**src/hdl/csic_pkg.sv**
```systemverilog
package csic_pkg;
  // ==========================================================
  // register map (byte addresses on apb)
  localparam logic [7:0] ADDR_BWS = 8'h00;
  localparam logic [7:0] ADDR_ISE = 8'h04;
  localparam logic [7:0] ADDR_STAT = 8'h08;

  // ==========================================================
  // reset values and writable bits
  localparam logic [15:0] BWS_RESET = 16'h200f;
  localparam logic [15:0] BWS_WMASK = 16'h21ff;
  localparam logic [15:0] ISE_RESET = 16'hffff;

  // ==========================================================
  // field positions
  localparam int BWS_IOE = 8;
  localparam int BWS_LG_LSB = 4;
  localparam int BWS_SZ_LSB = 0;
  localparam int ISE_IW_LSB = 8;
  localparam int ISE_CW_LSB = 4;
  localparam int ISE_SW_LSB = 0;

  // ==========================================================
  // counts
  localparam logic [1:0] GAP_MAX = 2'h3;
  localparam int SPACES = 4;

  typedef enum logic [1:0] {
    W_BYTE = 2'h0,
    W_WORD = 2'h1,
    W_LONG = 2'h2
  } csic_width_e;

  typedef enum logic [3:0] {
    ST_IDLE = 4'h1,
    ST_PRE = 4'h2,
    ST_STROBE = 4'h4,
    ST_POST = 4'h8
  } csic_state_e;
endpackage

```
**src/hdl/csic_cfg_if.sv**
```systemverilog
interface csic_cfg_if;
  logic [15:0] ise;
  logic prev_valid;
  logic prev_read;
  logic [1:0] prev_space;
  logic [1:0] next_space;
  logic next_write;
  logic [1:0] need;

  modport ctrl (
    output ise, prev_valid, prev_read, prev_space, next_space, next_write,
    input need
  );
  modport calc (
    input ise, prev_valid, prev_read, prev_space, next_space, next_write,
    output need
  );
endinterface

```
**src/hdl/csic_width_sel.sv**
```systemverilog
module csic_width_sel (
  // settings of one space
  input wire logic long_flag,
  input wire logic size_bit,
  // width forced from outside the register
  input wire logic override_en,
  input wire csic_pkg::csic_width_e override_width,
  // result
  output csic_pkg::csic_width_e width
);
  always_comb begin
    if (override_en) begin
      width = override_width;
    end else if (long_flag) begin
      width = csic_pkg::W_LONG;
    end else if (size_bit) begin
      width = csic_pkg::W_WORD;
    end else begin
      width = csic_pkg::W_BYTE;
    end
  end
endmodule

```
**src/hdl/csic_idle_calc.sv**
```systemverilog
module csic_idle_calc (
  // previous and next access, settings
  csic_cfg_if.calc cfg
);
  logic [1:0] iw;
  logic [1:0] cw;
  logic same;

  // the previous space's field decides the count
  assign iw = cfg.ise[csic_pkg::ISE_IW_LSB + 2 * cfg.prev_space +: 2]; // [RULE12] [RULE13]
  assign cw = {1'b0, cfg.ise[csic_pkg::ISE_CW_LSB + cfg.next_space]};
  assign same = cfg.prev_space == cfg.next_space;

  always_comb begin
    if (!cfg.prev_valid) begin
      cfg.need = 2'h0;
    end else if (cfg.prev_read && cfg.next_write && same) begin
      cfg.need = (iw > cw) ? iw : cw; // [RULE11] [RULE15]
    end else if (cfg.prev_read && !same) begin
      cfg.need = iw; // [RULE10]
    end else if (same) begin
      cfg.need = cw; // [RULE14]
    end else begin
      cfg.need = 2'h0;
    end
  end
endmodule

```
**src/hdl/csic_top.sv**
```systemverilog
// What this block does
// [RULE1] space 1 long flag clear: width from size bit; set: 32-bit; resets clear.
// [RULE2] space 0 long flag clear: width from size bit; set: 32-bit; resets clear.
// [RULE3] space 3 ordinary, long clear: size bit 0 byte, 1 word; resets 1.
// [RULE4] space 3 multiplexed: ignore long and size, width from address bit fourteen.
// [RULE5] space 3 long flag set: ordinary space 3 is 32-bit, size bit ignored.
// [RULE6] space 2 size bit: 0 byte, 1 word, resets 1, ignored when long.
// [RULE7] space 1 size bit: 0 byte, 1 word, resets 1, ignored when long.
// [RULE8] space 0 register width only with rom enabled, else mode pins decide.
// [RULE9] idle register resets to all ones, survives manual reset.
// [RULE10] after a read, idles before access to another space.
// [RULE11] read then write to same space also gets between-cycle idles.
// [RULE12] idle count comes from the previous access's space.
// [RULE13] two-bit idle field per space: 0 to 3 idles, resets to 3.
// [RULE14] same-space back-to-back: continuous bit 1 negates select for one idle.
// [RULE15] write after read: larger of between-cycle and continuous idles.
// [RULE16] extension bit adds a cycle before and after, strobes inside select.
// [RULE17] multiplex enable selects space 3 mode; bit fourteen 0 byte, 1 word.
// [RULE18] space 2 long flag clear: width from size bit; set: 32-bit; resets clear.
// [RULE19] space 3 long flag clear: size bit; set: 32-bit ordinary; resets clear.
// [RULE20] setting changes apply from the next bus cycle, never mid-cycle.
module csic_top (
  // clock and reset
  input wire logic pclk,
  input wire logic presetn,
  input wire logic manual_reset,
  // apb slave
  input wire logic psel,
  input wire logic penable,
  input wire logic pwrite,
  input wire logic [7:0] paddr,
  input wire logic [31:0] pwdata,
  output logic [31:0] prdata,
  output logic pready,
  output logic pslverr,
  // mode pins
  input wire logic rom_enable_pin,
  input wire logic [1:0] cs0_width_pin,
  // access request from the core
  input wire logic req_valid,
  input wire logic [1:0] req_space,
  input wire logic req_write,
  input wire logic req_addr_bit_fourteen,
  output logic req_ack,
  // external bus
  output logic [3:0] chip_select_n,
  output logic read_strobe_n,
  output logic write_strobe_n,
  output logic [1:0] bus_width
);
  // ==========================================================
  // registers
  logic [15:0] bws_r;
  logic [15:0] ise_r;
  logic [31:0] prdata_r;
  logic pready_r;
  logic pslverr_r;
  logic wr_en;
  logic rd_phase;
  logic [31:0] rd_mux;
  logic addr_ok;

  assign wr_en = psel && penable && pready_r && pwrite;
  assign rd_phase = psel && penable && !pready_r;
  assign addr_ok = paddr == csic_pkg::ADDR_BWS || paddr == csic_pkg::ADDR_ISE
    || paddr == csic_pkg::ADDR_STAT;

  // power-on reset only: a manual reset leaves the settings alone
  always_ff @(posedge pclk or negedge presetn) begin
    if (!presetn) begin
      bws_r <= csic_pkg::BWS_RESET; // [RULE1] [RULE2] [RULE3] [RULE6] [RULE7]
      ise_r <= csic_pkg::ISE_RESET; // [RULE9] [RULE13]
    end else if (wr_en && paddr == csic_pkg::ADDR_BWS) begin
      bws_r <= pwdata[15:0] & csic_pkg::BWS_WMASK;
    end else if (wr_en && paddr == csic_pkg::ADDR_ISE) begin
      ise_r <= pwdata[15:0];
    end
  end

  // one wait state so that every apb output comes from a flip-flop
  always_ff @(posedge pclk or negedge presetn) begin
    if (!presetn) begin
      pready_r <= 1'b0;
      pslverr_r <= 1'b0;
      prdata_r <= 32'h0;
    end else begin
      pready_r <= rd_phase;
      pslverr_r <= rd_phase && !addr_ok;
      if (rd_phase) begin
        prdata_r <= rd_mux;
      end
    end
  end

  // ==========================================================
  // pin synchronisers
  logic rom_meta_r;
  logic rom_en_s;
  logic [1:0] mode_meta_r;
  logic [1:0] mode_s;

  always_ff @(posedge pclk or negedge presetn) begin
    if (!presetn) begin
      rom_meta_r <= 1'b0;
      rom_en_s <= 1'b0;
      mode_meta_r <= 2'h0;
      mode_s <= 2'h0;
    end else begin
      rom_meta_r <= rom_enable_pin;
      rom_en_s <= rom_meta_r;
      mode_meta_r <= cs0_width_pin;
      mode_s <= mode_meta_r;
    end
  end

  // ==========================================================
  // width of each space
  csic_pkg::csic_width_e sp_width [csic_pkg::SPACES];
  logic [3:0] ovr_en;
  csic_pkg::csic_width_e ovr_w [csic_pkg::SPACES];
  logic multiplex_enable;

  assign multiplex_enable = bws_r[csic_pkg::BWS_IOE];

  always_comb begin
    ovr_en = {multiplex_enable, 2'b00, !rom_en_s}; // [RULE4] [RULE8] [RULE17]
    ovr_w[0] = csic_pkg::csic_width_e'(mode_s);
    ovr_w[1] = csic_pkg::W_BYTE;
    ovr_w[2] = csic_pkg::W_BYTE;
    ovr_w[3] = req_addr_bit_fourteen ? csic_pkg::W_WORD : csic_pkg::W_BYTE; // [RULE17]
  end

  for (genvar i = 0; i < csic_pkg::SPACES; i++) begin : g_width
    csic_width_sel u_sel (
      .long_flag(bws_r[csic_pkg::BWS_LG_LSB + i]), // [RULE5] [RULE18] [RULE19]
      .size_bit(bws_r[csic_pkg::BWS_SZ_LSB + i]),
      .override_en(ovr_en[i]),
      .override_width(ovr_w[i]),
      .width(sp_width[i])
    );
  end

  // ==========================================================
  // cycle sequencer
  csic_pkg::csic_state_e state_r;
  csic_pkg::csic_state_e state_nxt;
  logic [1:0] gap_r;
  logic prev_valid_r;
  logic prev_read_r;
  logic [1:0] prev_space_r;
  logic [1:0] cur_space_r;
  logic cur_write_r;
  logic cur_ext_r;
  logic [1:0] bus_width_r;
  logic [3:0] cs_n_r;
  logic rd_n_r;
  logic wr_n_r;
  logic ack_r;
  logic last;
  logic gap_ok;
  logic accept;
  logic ext_req;
  csic_cfg_if cfg ();

  assign cfg.ise = ise_r;
  assign cfg.prev_valid = prev_valid_r;
  assign cfg.prev_read = prev_read_r;
  assign cfg.prev_space = prev_space_r;
  assign cfg.next_space = req_space;
  assign cfg.next_write = req_write;

  csic_idle_calc u_idle (
    .cfg(cfg.calc)
  );

  assign ext_req = ise_r[csic_pkg::ISE_SW_LSB + req_space];
  assign last = (state_r == csic_pkg::ST_STROBE && !cur_ext_r)
    || state_r == csic_pkg::ST_POST;
  // the current idle cycle counts as one, so gap_r + 1 idles are on the bus
  assign gap_ok = (state_r == csic_pkg::ST_IDLE) ?
    ({1'b0, gap_r} + 3'h1 >= {1'b0, cfg.need}) : (cfg.need == 2'h0); // [RULE10] [RULE14]
  assign accept = req_valid && !ack_r && (state_r == csic_pkg::ST_IDLE || last) && gap_ok;

  always_comb begin
    state_nxt = state_r;
    unique case (state_r)
      csic_pkg::ST_IDLE: begin
        if (accept) begin
          state_nxt = ext_req ? csic_pkg::ST_PRE : csic_pkg::ST_STROBE; // [RULE16]
        end
      end
      csic_pkg::ST_PRE: begin
        state_nxt = csic_pkg::ST_STROBE;
      end
      csic_pkg::ST_STROBE: begin
        if (cur_ext_r) begin
          state_nxt = csic_pkg::ST_POST; // [RULE16]
        end else if (accept) begin
          state_nxt = ext_req ? csic_pkg::ST_PRE : csic_pkg::ST_STROBE;
        end else begin
          state_nxt = csic_pkg::ST_IDLE;
        end
      end
      csic_pkg::ST_POST: begin
        if (accept) begin
          state_nxt = ext_req ? csic_pkg::ST_PRE : csic_pkg::ST_STROBE;
        end else begin
          state_nxt = csic_pkg::ST_IDLE;
        end
      end
      default: begin
        state_nxt = csic_pkg::ST_IDLE;
      end
    endcase
    if (manual_reset) begin
      state_nxt = csic_pkg::ST_IDLE;
    end
  end

  always_ff @(posedge pclk or negedge presetn) begin
    if (!presetn) begin
      state_r <= csic_pkg::ST_IDLE;
    end else begin
      state_r <= state_nxt;
    end
  end

  // idle cycles elapsed since the last bus cycle ended
  always_ff @(posedge pclk or negedge presetn) begin
    if (!presetn) begin
      gap_r <= 2'h0;
    end else if (state_r != csic_pkg::ST_IDLE || manual_reset) begin
      gap_r <= 2'h0;
    end else if (gap_r != csic_pkg::GAP_MAX) begin
      gap_r <= gap_r + 2'h1;
    end
  end

  // settings are sampled once per cycle so a write cannot reshape it
  always_ff @(posedge pclk or negedge presetn) begin
    if (!presetn) begin
      cur_space_r <= 2'h0;
      cur_write_r <= 1'b0;
      cur_ext_r <= 1'b0;
      bus_width_r <= 2'h0;
      prev_valid_r <= 1'b0;
      prev_read_r <= 1'b0;
      prev_space_r <= 2'h0;
    end else if (manual_reset) begin
      prev_valid_r <= 1'b0;
    end else if (accept && !manual_reset) begin
      cur_space_r <= req_space; // [RULE20]
      cur_write_r <= req_write;
      cur_ext_r <= ext_req;
      bus_width_r <= sp_width[req_space];
      prev_valid_r <= 1'b1;
      prev_read_r <= !req_write;
      prev_space_r <= req_space;
    end
  end

  always_ff @(posedge pclk or negedge presetn) begin
    if (!presetn) begin
      cs_n_r <= 4'hf;
      rd_n_r <= 1'b1;
      wr_n_r <= 1'b1;
      ack_r <= 1'b0;
    end else begin
      ack_r <= accept && !manual_reset;
      if (state_nxt == csic_pkg::ST_IDLE) begin
        cs_n_r <= 4'hf;
      end else if (accept) begin
        cs_n_r <= ~(4'h1 << req_space);
      end
      // strobes only in the middle state keep them inside the select
      rd_n_r <= !(state_nxt == csic_pkg::ST_STROBE && !(accept ? req_write : cur_write_r));
      wr_n_r <= !(state_nxt == csic_pkg::ST_STROBE && (accept ? req_write : cur_write_r));
    end
  end

  always_comb begin
    rd_mux = 32'h0;
    unique case (paddr)
      csic_pkg::ADDR_BWS: rd_mux = {16'h0, bws_r};
      csic_pkg::ADDR_ISE: rd_mux = {16'h0, ise_r};
      csic_pkg::ADDR_STAT: rd_mux = {22'h0, gap_r, bus_width_r, cur_space_r, state_r};
      default: rd_mux = 32'h0;
    endcase
  end

  assign prdata = prdata_r;
  assign pready = pready_r;
  assign pslverr = pslverr_r;
  assign req_ack = ack_r;
  assign chip_select_n = cs_n_r;
  assign read_strobe_n = rd_n_r;
  assign write_strobe_n = wr_n_r;
  assign bus_width = bus_width_r;

  logic cs_on;
  assign cs_on = cs_n_r != 4'hf;
endmodule

```
**config.mk**
```make
export PLATFORM = sky130hd
export DESIGN_NAME = csic_top
export DESIGN_NICKNAME = d
export VERILOG_FILES = /design/src/hdl/csic_pkg.sv /design/src/hdl/csic_cfg_if.sv /design/src/hdl/csic_width_sel.sv /design/src/hdl/csic_idle_calc.sv /design/src/hdl/csic_top.sv
export SDC_FILE = /design/constraint.sdc
export NUM_CORES = 1
export LEC_CHECK = 0
export BUFFER_PORTS_ARGS = -buffer_cell sky130_fd_sc_hd__buf_2
export CAP_MARGIN = 20
export CORE_MARGIN = 2
export CORE_UTILIZATION = 54
export CTS_BUF_LIST = sky130_fd_sc_hd__clkbuf_8
export DETAILED_ROUTE_END_ITERATION = 6
export PLACE_DENSITY = 0.81
export SETUP_SLACK_MARGIN = 0.2
export SYNTH_ARGS = -nofsm -noshare
export SYNTH_HDL_FRONTEND = slang
export SYNTH_SLANG_ARGS = --single-unit
```
**constraint.sdc**
```tcl
create_clock -name pclk -period 6.4 [get_ports pclk]
set_input_delay 1.28 -clock pclk [delete_from_list [all_inputs] [get_ports pclk]]
set_output_delay 1.28 -clock pclk [all_outputs]
set_load 0.02 [all_outputs]
```
---- Yosys cells after proc, flatten, opt, wreduce, memory -nomap -nowiden ----
Cells that the tools add are included.
operators by class
  $add $sub $neg .......................... 4
  order comparisons ....................... 5
  equality and inequality tests ........... 11
  shift-type cells ........................ 2
  multiplexer cells ....................... 38
  bitwise gates (word level) .............. 4
  reductions and logical operators ........ 39
operator list
  operator               number
  $pmux W16 S3           1
  $shiftx A16 B33 Y2     1
  $lt A32 B5 Y1 const B  1
  $mux W2                14
  $mux W4                5
  $logic_and A1 B1 Y1    17
  $pmux W4 S4            1
  $mux W1                12
  $logic_not A1 Y1       10
  $eq A4 B1 Y1 const B   2
  $eq A4 B3 Y1 const B   2
  $eq A8 B3 Y1 const B   1
  $eq A8 B4 Y1 const B   1
  $logic_not A8 Y1       1
  $mux W3                2
  $reduce_bool A2 Y1     3
  $add A4 B3 Y5 const A  1
  $logic_or A1 B1 Y1     5
  $lt A2 B5 Y1 const B   1
  $add A3 B2 Y4 const A  1
  $bmux W1 S4            1
  $bmux W2 S2            1
  $eq A4 B2 Y1 const B   1
  $eq A4 B4 Y1 const B   1
  other kinds (15)       17
storage, ports and cells
  flip-flop bits (word level) ............. 87
  bits of input ports ..................... 54
  output and inout bits ................... 43
  logic and storage cells ................. 124

---- Longest topological paths before layout ----
Gate-level depths: netlist of run 1.
  depth in word-level cells ............... 17
  gate-level depth with buffers ........... 17
  mapped depth without buffers ............ 14

---- Modules after synthesis ----
Synthesis of run 1 repeated with hierarchy kept, for this count alone.
second synthesis, totals
  cell total of the unflattened synthesis .. 298
  area total of the unflattened synthesis .. 3,657.3 sq um
by module, submodules not included
  module          instances  cells each  area each (sq um)  seq. area each (sq um)
  csic_top        1          258         3,331.9            1,811.7
  csic_idle_calc  1          24          205.2              0.0
  csic_width_sel  4          4           30.0               0.0

---- Worst setup path after synthesis of run 1 ----
OpenSTA, ideal clock, no wires.
  path type ............................... input -> register
  from .................................... input req_space[1]
  to ...................................... register cur_space_r[1]
  library setup time ...................... 125 ps
  arrival ................................. 4,785 ps
  required time ........................... 6,275 ps
  path slack .............................. 1,490 ps
  cell stages on the path ................. 15
  path buffers ............................ 2
  cell sequence ........................... mux4_2 > ha_1 > o21ai_0 > o22ai_1 > mux2_2 > o311a_1 > buf_6 > ha_1 > nand2b_1 > a31oi_1 > o31ai_4 > o21ai_0 > a211o_1 > buf_6 > mux2_4
between the ends
  word-level cells in the longest chain between the ends .. 12
  elaborated cells between the ends (all ways) .. 19
  classes of those cells .................. 1 x add/sub; 2 x order compare; 1 x eq/ne; 8 x mux; 7 x reduce/logical
RTL lines
  item                                                     line                                        text
  from (decl)                                              csic_top.sv:41                              input wire logic [1:0] req_space,
  $add A3 B2 Y4                                            csic_idle_calc.sv:11                        assign cw = {1'b0, cfg.ise[csic_pkg::ISE_CW_LSB + cfg.next_space]};
  $bmux W1 S4                                              csic_idle_calc.sv:11
  $mux W1 (not written as such)                            csic_idle_calc.sv:11
  $gt A2 B1 Y1 / $mux W1 (equally long branches)           csic_idle_calc.sv:18, csic_idle_calc.sv:21
  $mux W2 (on tied branches)                               csic_idle_calc.sv:18, csic_idle_calc.sv:19
  $mux W2                                                  csic_idle_calc.sv:17                        end else if (cfg.prev_read && cfg.next_write && same) begin
  $mux W2                                                  csic_idle_calc.sv:15                        if (!cfg.prev_valid) begin
  $ge A3 B2 Y1 / $logic_not A2 Y1 (equally long branches)  csic_top.sv:181                             ({1'b0, gap_r} + 3'h1 >= {1'b0, cfg.need}) : (cfg.need == 2'h0);
  $mux W1                                                  csic_top.sv:180                             assign gap_ok = (state_r == csic_pkg::ST_IDLE) ?
  $logic_and A1 B1 Y1                                      csic_top.sv:182                             assign accept = req_valid && !ack_r && (state_r == csic_pkg::ST_IDLE || last) && gap_ok;
  $logic_and A1 B1 Y1                                      csic_top.sv:251                             end else if (accept && !manual_reset) begin
  $reduce_and A2 Y1 (no line)                              n/a
  to (signal assigned)                                     csic_top.sv:252                             cur_space_r <= req_space;
  to (decl)                                                csic_top.sv:151                             logic [1:0] cur_space_r;
Parallel ways exist; a longest one is shown, timed or not. The select of a mux whose other input is x is not followed.
A chain may end at the register's enable or synchronous reset.

---- Worst setup path in the final report of run 1 ----
  from .................................... input req_space[1]
  to ...................................... register bus_width_r[0] (netlist: bus_width[0])
between the ends
  word-level cells in the longest chain between the ends .. 12
  elaborated cells between the ends (all ways) .. 23
  classes of those cells .................. 1 x add/sub; 2 x order compare; 1 x eq/ne; 11 x mux; 1 x bitwise; 7 x reduce/logical
RTL lines
  item                                                     line                                        text
  $add A3 B2 Y4                                            csic_idle_calc.sv:11
  $bmux W1 S4                                              csic_idle_calc.sv:11
  $mux W1 (not written as such)                            csic_idle_calc.sv:11
  $gt A2 B1 Y1 / $mux W1 (equally long branches)           csic_idle_calc.sv:18, csic_idle_calc.sv:21
  $mux W2 (on tied branches)                               csic_idle_calc.sv:18, csic_idle_calc.sv:19
  $mux W2                                                  csic_idle_calc.sv:17
  $mux W2                                                  csic_idle_calc.sv:15
  $ge A3 B2 Y1 / $logic_not A2 Y1 (equally long branches)  csic_top.sv:181
  $mux W1                                                  csic_top.sv:180
  $logic_and A1 B1 Y1                                      csic_top.sv:182
  $logic_and A1 B1 Y1                                      csic_top.sv:251
  $reduce_and A2 Y1 (no line)                              n/a
  to (signal assigned)                                     csic_top.sv:255                             bus_width_r <= sp_width[req_space];
  to (decl)                                                csic_top.sv:154                             logic [1:0] bus_width_r;
Parallel ways exist; a longest one is shown, timed or not. The select of a mux whose other input is x is not followed.

==> metrics.txt, run 1 <==
outcome complete, no violations; FF-to-FF path depth 14; CTS tree built; row count 29; Fill cells 521; dpl cells approximately 440; # Max-Cap Violations 0; synth cell count leaders 43 x dfrtp_1, 33 x mux2_2, 28 x dfstp_2; Area Overhead vs Synth 12.4%; fraction of registers with async set/reset 100%; Yosys Warn Count 0; initial antenna violation count 0; Least-Margin Pin Slew roughly 0.90 ns; cts bufs inserted 9; GR Overflow Total 0; Synth cell types 53; critical path capture point type register; crit share post-route between 80% and 90%; DR vias between 2k and 3k; top_reg_cell synth dfrtp_1; clock-pin slew on the worst setup and hold paths 0.07 ns; layout cells sized above 1 38.9%; design area approximately 4000 µm²; Reg power frac a little under half; post-synthesis instance total about 320; Final Util roughly 63%; Hold Crit Class reg -> reg; final net count between 400 and 500; # IOs 97; Final Hold Fails 0; worst clock skew roughly 0.009 ns; Post-Syn Area between 3000 and 4000 µm²; total power between 1 and 1.5 mW; Place WS ~0.74 ns; clock power share a little over a quarter; core area approximately 6400 µm²; Via-to-Cell Ratio roughly 5.7; Tot GR Track Use 22.6%; Layout Cells excl Fill 460; drt wl/cell roughly 16 µm; Clock Sinks between 70 and 80; Post-synth EDFFs 0; Post-DRT Antenna Nets 0; top-count cell post-synth dfrtp_1; depth of the CTS H-tree 3; Hold WS 0.349 ns; Sw Pwr 0.408 mW; global-route wire length before repair 12900 µm; Synth top area share 29.9%; initial drt markers between 150 and 200; Die X-Extent 85.7 µm; Final Critical Period roughly 5.3 ns; Bufs on Longest Clock Path 2; CP Data Arrival Time 5.57 ns; leak pwr roughly 1.9 nW; setup ws final roughly 1.1 ns; Die H 85.7 µm; CTS hold repair buffers 0; vias in the first global route roughly 2.7k; CP Class in -> reg; Mean Syn Cell Area 11.3 µm²; Hold Path Depth 0; pins over their slew limit 0; top cells by area, synth dfrtp_1 30%, dfstp_2 20%, mux2_2 10%; post-DP HPWL approximately 5500 µm; P_int 0.787 mW; post_cts resized 0; IO buf count 64; drt pass-1 iters 4; RSZ-0062 raised after global routing no; switch share approximately a third; Synth Register Bits 71; n_diodes 0; final setup TNS 0 ns; routability congestion estimate from global placement ~0.92; Crit Path Max Fanout 13; Post-CTS Setup Inserts 0; flop2flop setup slack roughly 1.8 ns; Remaining DRCs 0; total wire length between 7000 and 8000 µm; total die area 7340 µm²; WP data required between 6 and 7 ns; Worst setup SP type primary input; relative slew slack between 30% and 40%; placed cell area between 3000 and 4000 µm²; power per cell area ~300 nW/µm²; Peak supply drop around 0.19 mV; CTS Root Cell clkbuf_8; Worst-Skew Late Latency 0.34 ns; Fmax about 0.19 GHz; # setup viols final 0; Seq/Total Area, Yosys between 50% and 60%; cell taking the most area after synthesis dfrtp_1; combinational share of power a little over a quarter; Initial Util ~56%; largest net degree at the start of global routing 72
-- sequential cells by signal, indices dropped and copies added, names as in the netlist, 2 cells and up --
signal         cells
cfg.ise           16
chip_select_n      4
mode_s             2
gap_r              2
bus_width          2
cur_space_r        2
mode_meta_r        2
prdata            16
bws_r             10
state_r            4
-- power groups by stage --
stage | clock network (mW) | registers [mW] | logic, mW
floorplan | 0 | 0.559 | 0.256
global placement | 0 | 0.564 | 0.303
detailed placement | 0 | 0.568 | 0.316
CTS | 0.321 | 0.560 | 0.317
global route | 0.345 | 0.569 | 0.351
finish | 0.318 | 0.560 | 0.317
-- routing by layer --
metal | track usage [%] | part of all wire, %
met4 | 9.52 | 2.2
met5 | 0 | 0
met2 | 34.2 | 48
met1 | 31.6 | 44
met3 | 5.20 | 6.0
-- layout by cell type (no fill, tap or decap), types with 2 or more instances in the layout --
master and count:
buf_2 64, dfrtp_1 43, mux2_2 33, dfstp_2 28, nor2_1 24, o21ai_0 18, nand2_1 17, a21oi_1 16
conb_1 16, mux2i_1 14, inv_1 11, clkbuf_8 10, a22o_1 8, nand3_1 7, nor3_1 7, nand2b_1 5
nor2b_1 4, clkinv_2 4, mux4_2 3, xnor2_1 3, o21bai_1 3, nor4b_1 3, and3_1 3, o32a_1 3
ha_1 3, nand4_1 2, nand3b_1 2, o31ai_1 2, mux2_4 2
-- critical path, cell delays in order --
cell      delay, ns
buf_2          0.24
mux4_2         0.59
ha_1           0.31
o21ai_0        0.09
o22ai_1        0.19
mux2_2         0.36
o311a_1        0.41
ha_1           0.31
nand2b_1       0.14
a31oi_1        0.40
o31ai_4        0.12
o21ai_0        0.20
a211o_1        0.52
mux2_2         0.39
-- area by class of cell --
type | count | area, µm² | share of cell area, %
clock inverters | 6 | 36.3 | 0.896
multi-input cells | 220 | 1600 | 39.5
repair buffers | 65 | 328 | 8.10
well taps | 77 | 96.3 | 2.38
clock buffers | 10 | 138 | 3.40
flip-flops and latches | 71 | 1810 | 44.7
inverters | 11 | 41.3 | 1.02
-- path summary, 6_finish.rpt --
| path | start | endpoint |
|---|---|---|
| max | req_space[1] | bus_width[0] |
| min | mode_meta_r[0] | mode_s[0] |
| max reg2reg | cur_space_r[0] | bus_width[0] |
| min reg2reg | mode_meta_r[0] | mode_s[0] |
| max in group asynchronous | presetn | mode_meta_r[0] |
| min in group asynchronous | presetn | prdata[15] |
-- cells by family (layout without fill, tap and decap cells) --
kind of cell	after synthesis	count (layout)	synth area share [%]
compound gates	63	63	12.0
fa+ha+maj	4	4	1.60
simple gates	81	81	11.2
buf+inv	43	92	6.91
xor+xnor	4	4	0.973
mux	52	52	16.9
flops	71	71	50.3
other cells	1	16	0.104
(Power assumes the default switching activity.)
==> run 2, diff against run 1 <==
==> constraint.sdc (replaced) <==
create_clock -name pclk -period 5.16 [get_ports pclk]
set_input_delay 1.032 -clock pclk [delete_from_list [all_inputs] [get_ports pclk]]
set_output_delay 1.032 -clock pclk [all_outputs]
set_load 0.02 [all_outputs]
==> run 2 against run 1 <==
Net effect: final area grew 2.5%; cell count up 0.87%; total power increased by 38%; sequential share of layout area is 1.1 points lower; die area did not move; clock power rose by 72%.
==> metrics.txt, run 2 (synthesized netlist as in run 1, its figures left out) <==
critical path capture point type register; switch share 31.2% (-3.0 points); Hold Crit Class reg -> reg; Endpoint, Worst Hold mode_s[0]; placed cell area 3910 µm² (+0.77%); final setup TNS 0 ns (unchanged); drt wl/cell 16.7 µm (+2.3%); relative slew slack 40.3% (+0.55 points); initial antenna violation count 0 (unchanged); n_diodes 0 (unchanged); post-DP HPWL 5640 µm (+2.6%); Bufs on Longest Clock Path 2 (unchanged); CP max stage delay 0.54 ns (-0.05 ns); commonest non-fill, non-tap cells in the layout 64 x buf_2, 43 x dfrtp_1, 33 x mux2_2, 28 x dfstp_2, 24 x nor2_1; P_int 1.13 mW (+44%); CTS Root Cell clkbuf_8; hold wc startpoint mode_meta_r[0]; Crit Reg-Reg Endpoint bus_width[1]; Post-CTS Setup Inserts 0 (unchanged); # setup viols final 0 (unchanged); Worst setup SP type primary input; cts bufs inserted 9 (unchanged); combinational share of power 24.7% (-1.8 points); clock power share 33.1% (+6.5 points); launching point of the worst reg2reg path cur_space_r[0]; clock-pin slew on the worst setup and hold paths 0.07 ns (about the same); Peak supply drop 0.226 mV (+19%); Least-Margin Pin Slew 0.893 ns (-0.00828 ns); Initial Util 56.4% (unchanged); depth of the CTS H-tree 3 (unchanged); initial drt markers 180 (-3.2%); total die area 7340 µm² (unchanged); WP data required 5.39 ns (-1.23 ns); Worst-Skew Late Latency 0.35 ns (about the same); Sw Pwr 0.513 mW (+26%); Hold Path Depth 0 (unchanged); # IOs 97 (unchanged); RSZ-0062 raised after global routing no; Area Overhead vs Synth 15.2%; worst clock skew 0.0108 ns (+0.00180 ns); Die X-Extent 85.7 µm (unchanged); routability congestion estimate from global placement 0.955 (+3.9%); slowest CP cell mux4_2; dpl cells 448 (+0.90%); leak pwr 1.99 nW (+2.9%); Remaining DRCs 0 (unchanged); Final Critical Period ~4.7 ns; CP Class in -> reg; outcome complete, no violations; FF-to-FF path depth 14 (unchanged); power per cell area 397 nW/µm² (+34%); Final Hold Fails 0 (unchanged); Fmax 0.214 GHz; largest net degree at the start of global routing 72 (unchanged); Tot GR Track Use 23.5% (+0.90 points); Layout Cells excl Fill 464 (+0.87%); design area 4150 µm² (+2.5%); GR Overflow Total 0 (unchanged); FF/Latch Area 1810 µm² (unchanged); vias in the first global route 2752 (+3.5%); final net count 440 (+0.92%); pins over their slew limit 0 (unchanged); row count 29 (unchanged); total wire length 7730 µm (+3.2%); Crit Path Max Fanout 13 (unchanged); CP Data Arrival Time 4.91 ns (-0.66 ns); layout cells sized above 1 39.3% (+0.37 points); Post-DRT Antenna Nets 0 (unchanged); global-route wire length before repair 13300 µm (+3.1%); crit share post-route 90.6%; DR vias 2706 (+3.8%); area taken by multi-input logic gates 1600 µm² (unchanged); Final Util 65.0% (+1.6 points); most common cell after layout, fill and taps aside buf_2; CTS tree built; Via-to-Cell Ratio 5.83 (+2.9%); drt pass-1 iters 4 (unchanged); post_cts resized 0 (unchanged); flop2flop setup slack 0.79 ns (-1.01 ns); CTS hold repair buffers 0 (unchanged); Fill cells 500 (-4.0%); # Max-Cap Violations 0 (unchanged); crit-path cells buf_2 -> mux4_2 -> ha_1 -> o21ai_0 -> o22ai_1 -> mux2_2 -> o311a_1 -> ha_1 -> nand2b_1 -> a31oi_1 -> o31ai_4 -> o21ai_0 -> a211o_1 -> mux2_2; core area 6390 µm² (unchanged); Reg power frac 42.2% (-4.7 points); IO buf count 64 (unchanged); Clock Sinks 71 (unchanged); Die H 85.7 µm (unchanged)
[run 2: worst max path at each step]
stage | startpoint | endpoint | cells past startpoint
after floorplan | req_space[1] | cur_space_r[1] | 15
after global placement | req_space[1] | bus_width[0] | 14
after detailed placement | req_space[1] | bus_width[1] | 14
after CTS | req_space[1] | bus_width[1] | 14
after global routing | req_space[1] | bus_width[0] | 14
final | req_space[1] | bus_width[1] | 14
[run 2: area by class of cell]
| class | count | area share [%] |
|---|---|---|
| Clock buffer | 10 | 3.32 |
| Clock inverter | 6 | 2.59 |
| Inverter | 11 | 0.995 |
| Multi-Input combinational cell | 220 | 38.5 |
| Sequential cell | 71 | 43.7 |
| Tap cell | 77 | 2.32 |
| Timing Repair Buffer | 69 | 8.62 |
[run 2: worst max-delay path, delay by kind of cell]
family,cells,cell delay (ns)
adders and majority gates,2,0.59
AOI/OAI and AO/OA,7,1.73
and+or+nand+nor,1,0.14
muxes,3,1.30
buffers and inverters,1,0.11
[run 2: power groups by stage]
stage          Combinational [mW]  Clock [mW]  Sequential [mW]
2_1_floorplan               0.318           0            0.693
3_3_place_gp                0.385           0            0.700
3_5_place_dp                0.407           0            0.703
4_1_cts                     0.409       0.552            0.694
5_1_grt                     0.455       0.581            0.704
6_report                    0.407       0.546            0.695
[run 2: through the flow]
stage	power [mW]	setup WS, ns	hold WS (ns)
global route	1.74	0.255	0.369
global placement	1.08	0.222	0.331
detailed placement	1.11	0.134	0.341
floorplan	1.01	0.498	0.331
CTS	1.65	0.502	0.358
finish	1.65	0.484	0.352
[run 2: layer usage]
layer  global-route usage, %  share of wire (%)  vias to the layer above  routed length (µm)
met3                    6.16                6.4                       20                 491
met1                    30.4                 42                     1340                3260
met5                       0                  0                        -                   0
li1                        -                  -                     1239                   -
met2                    38.4                 49                      107                3790
met4                    8.37                2.4                        0                 187
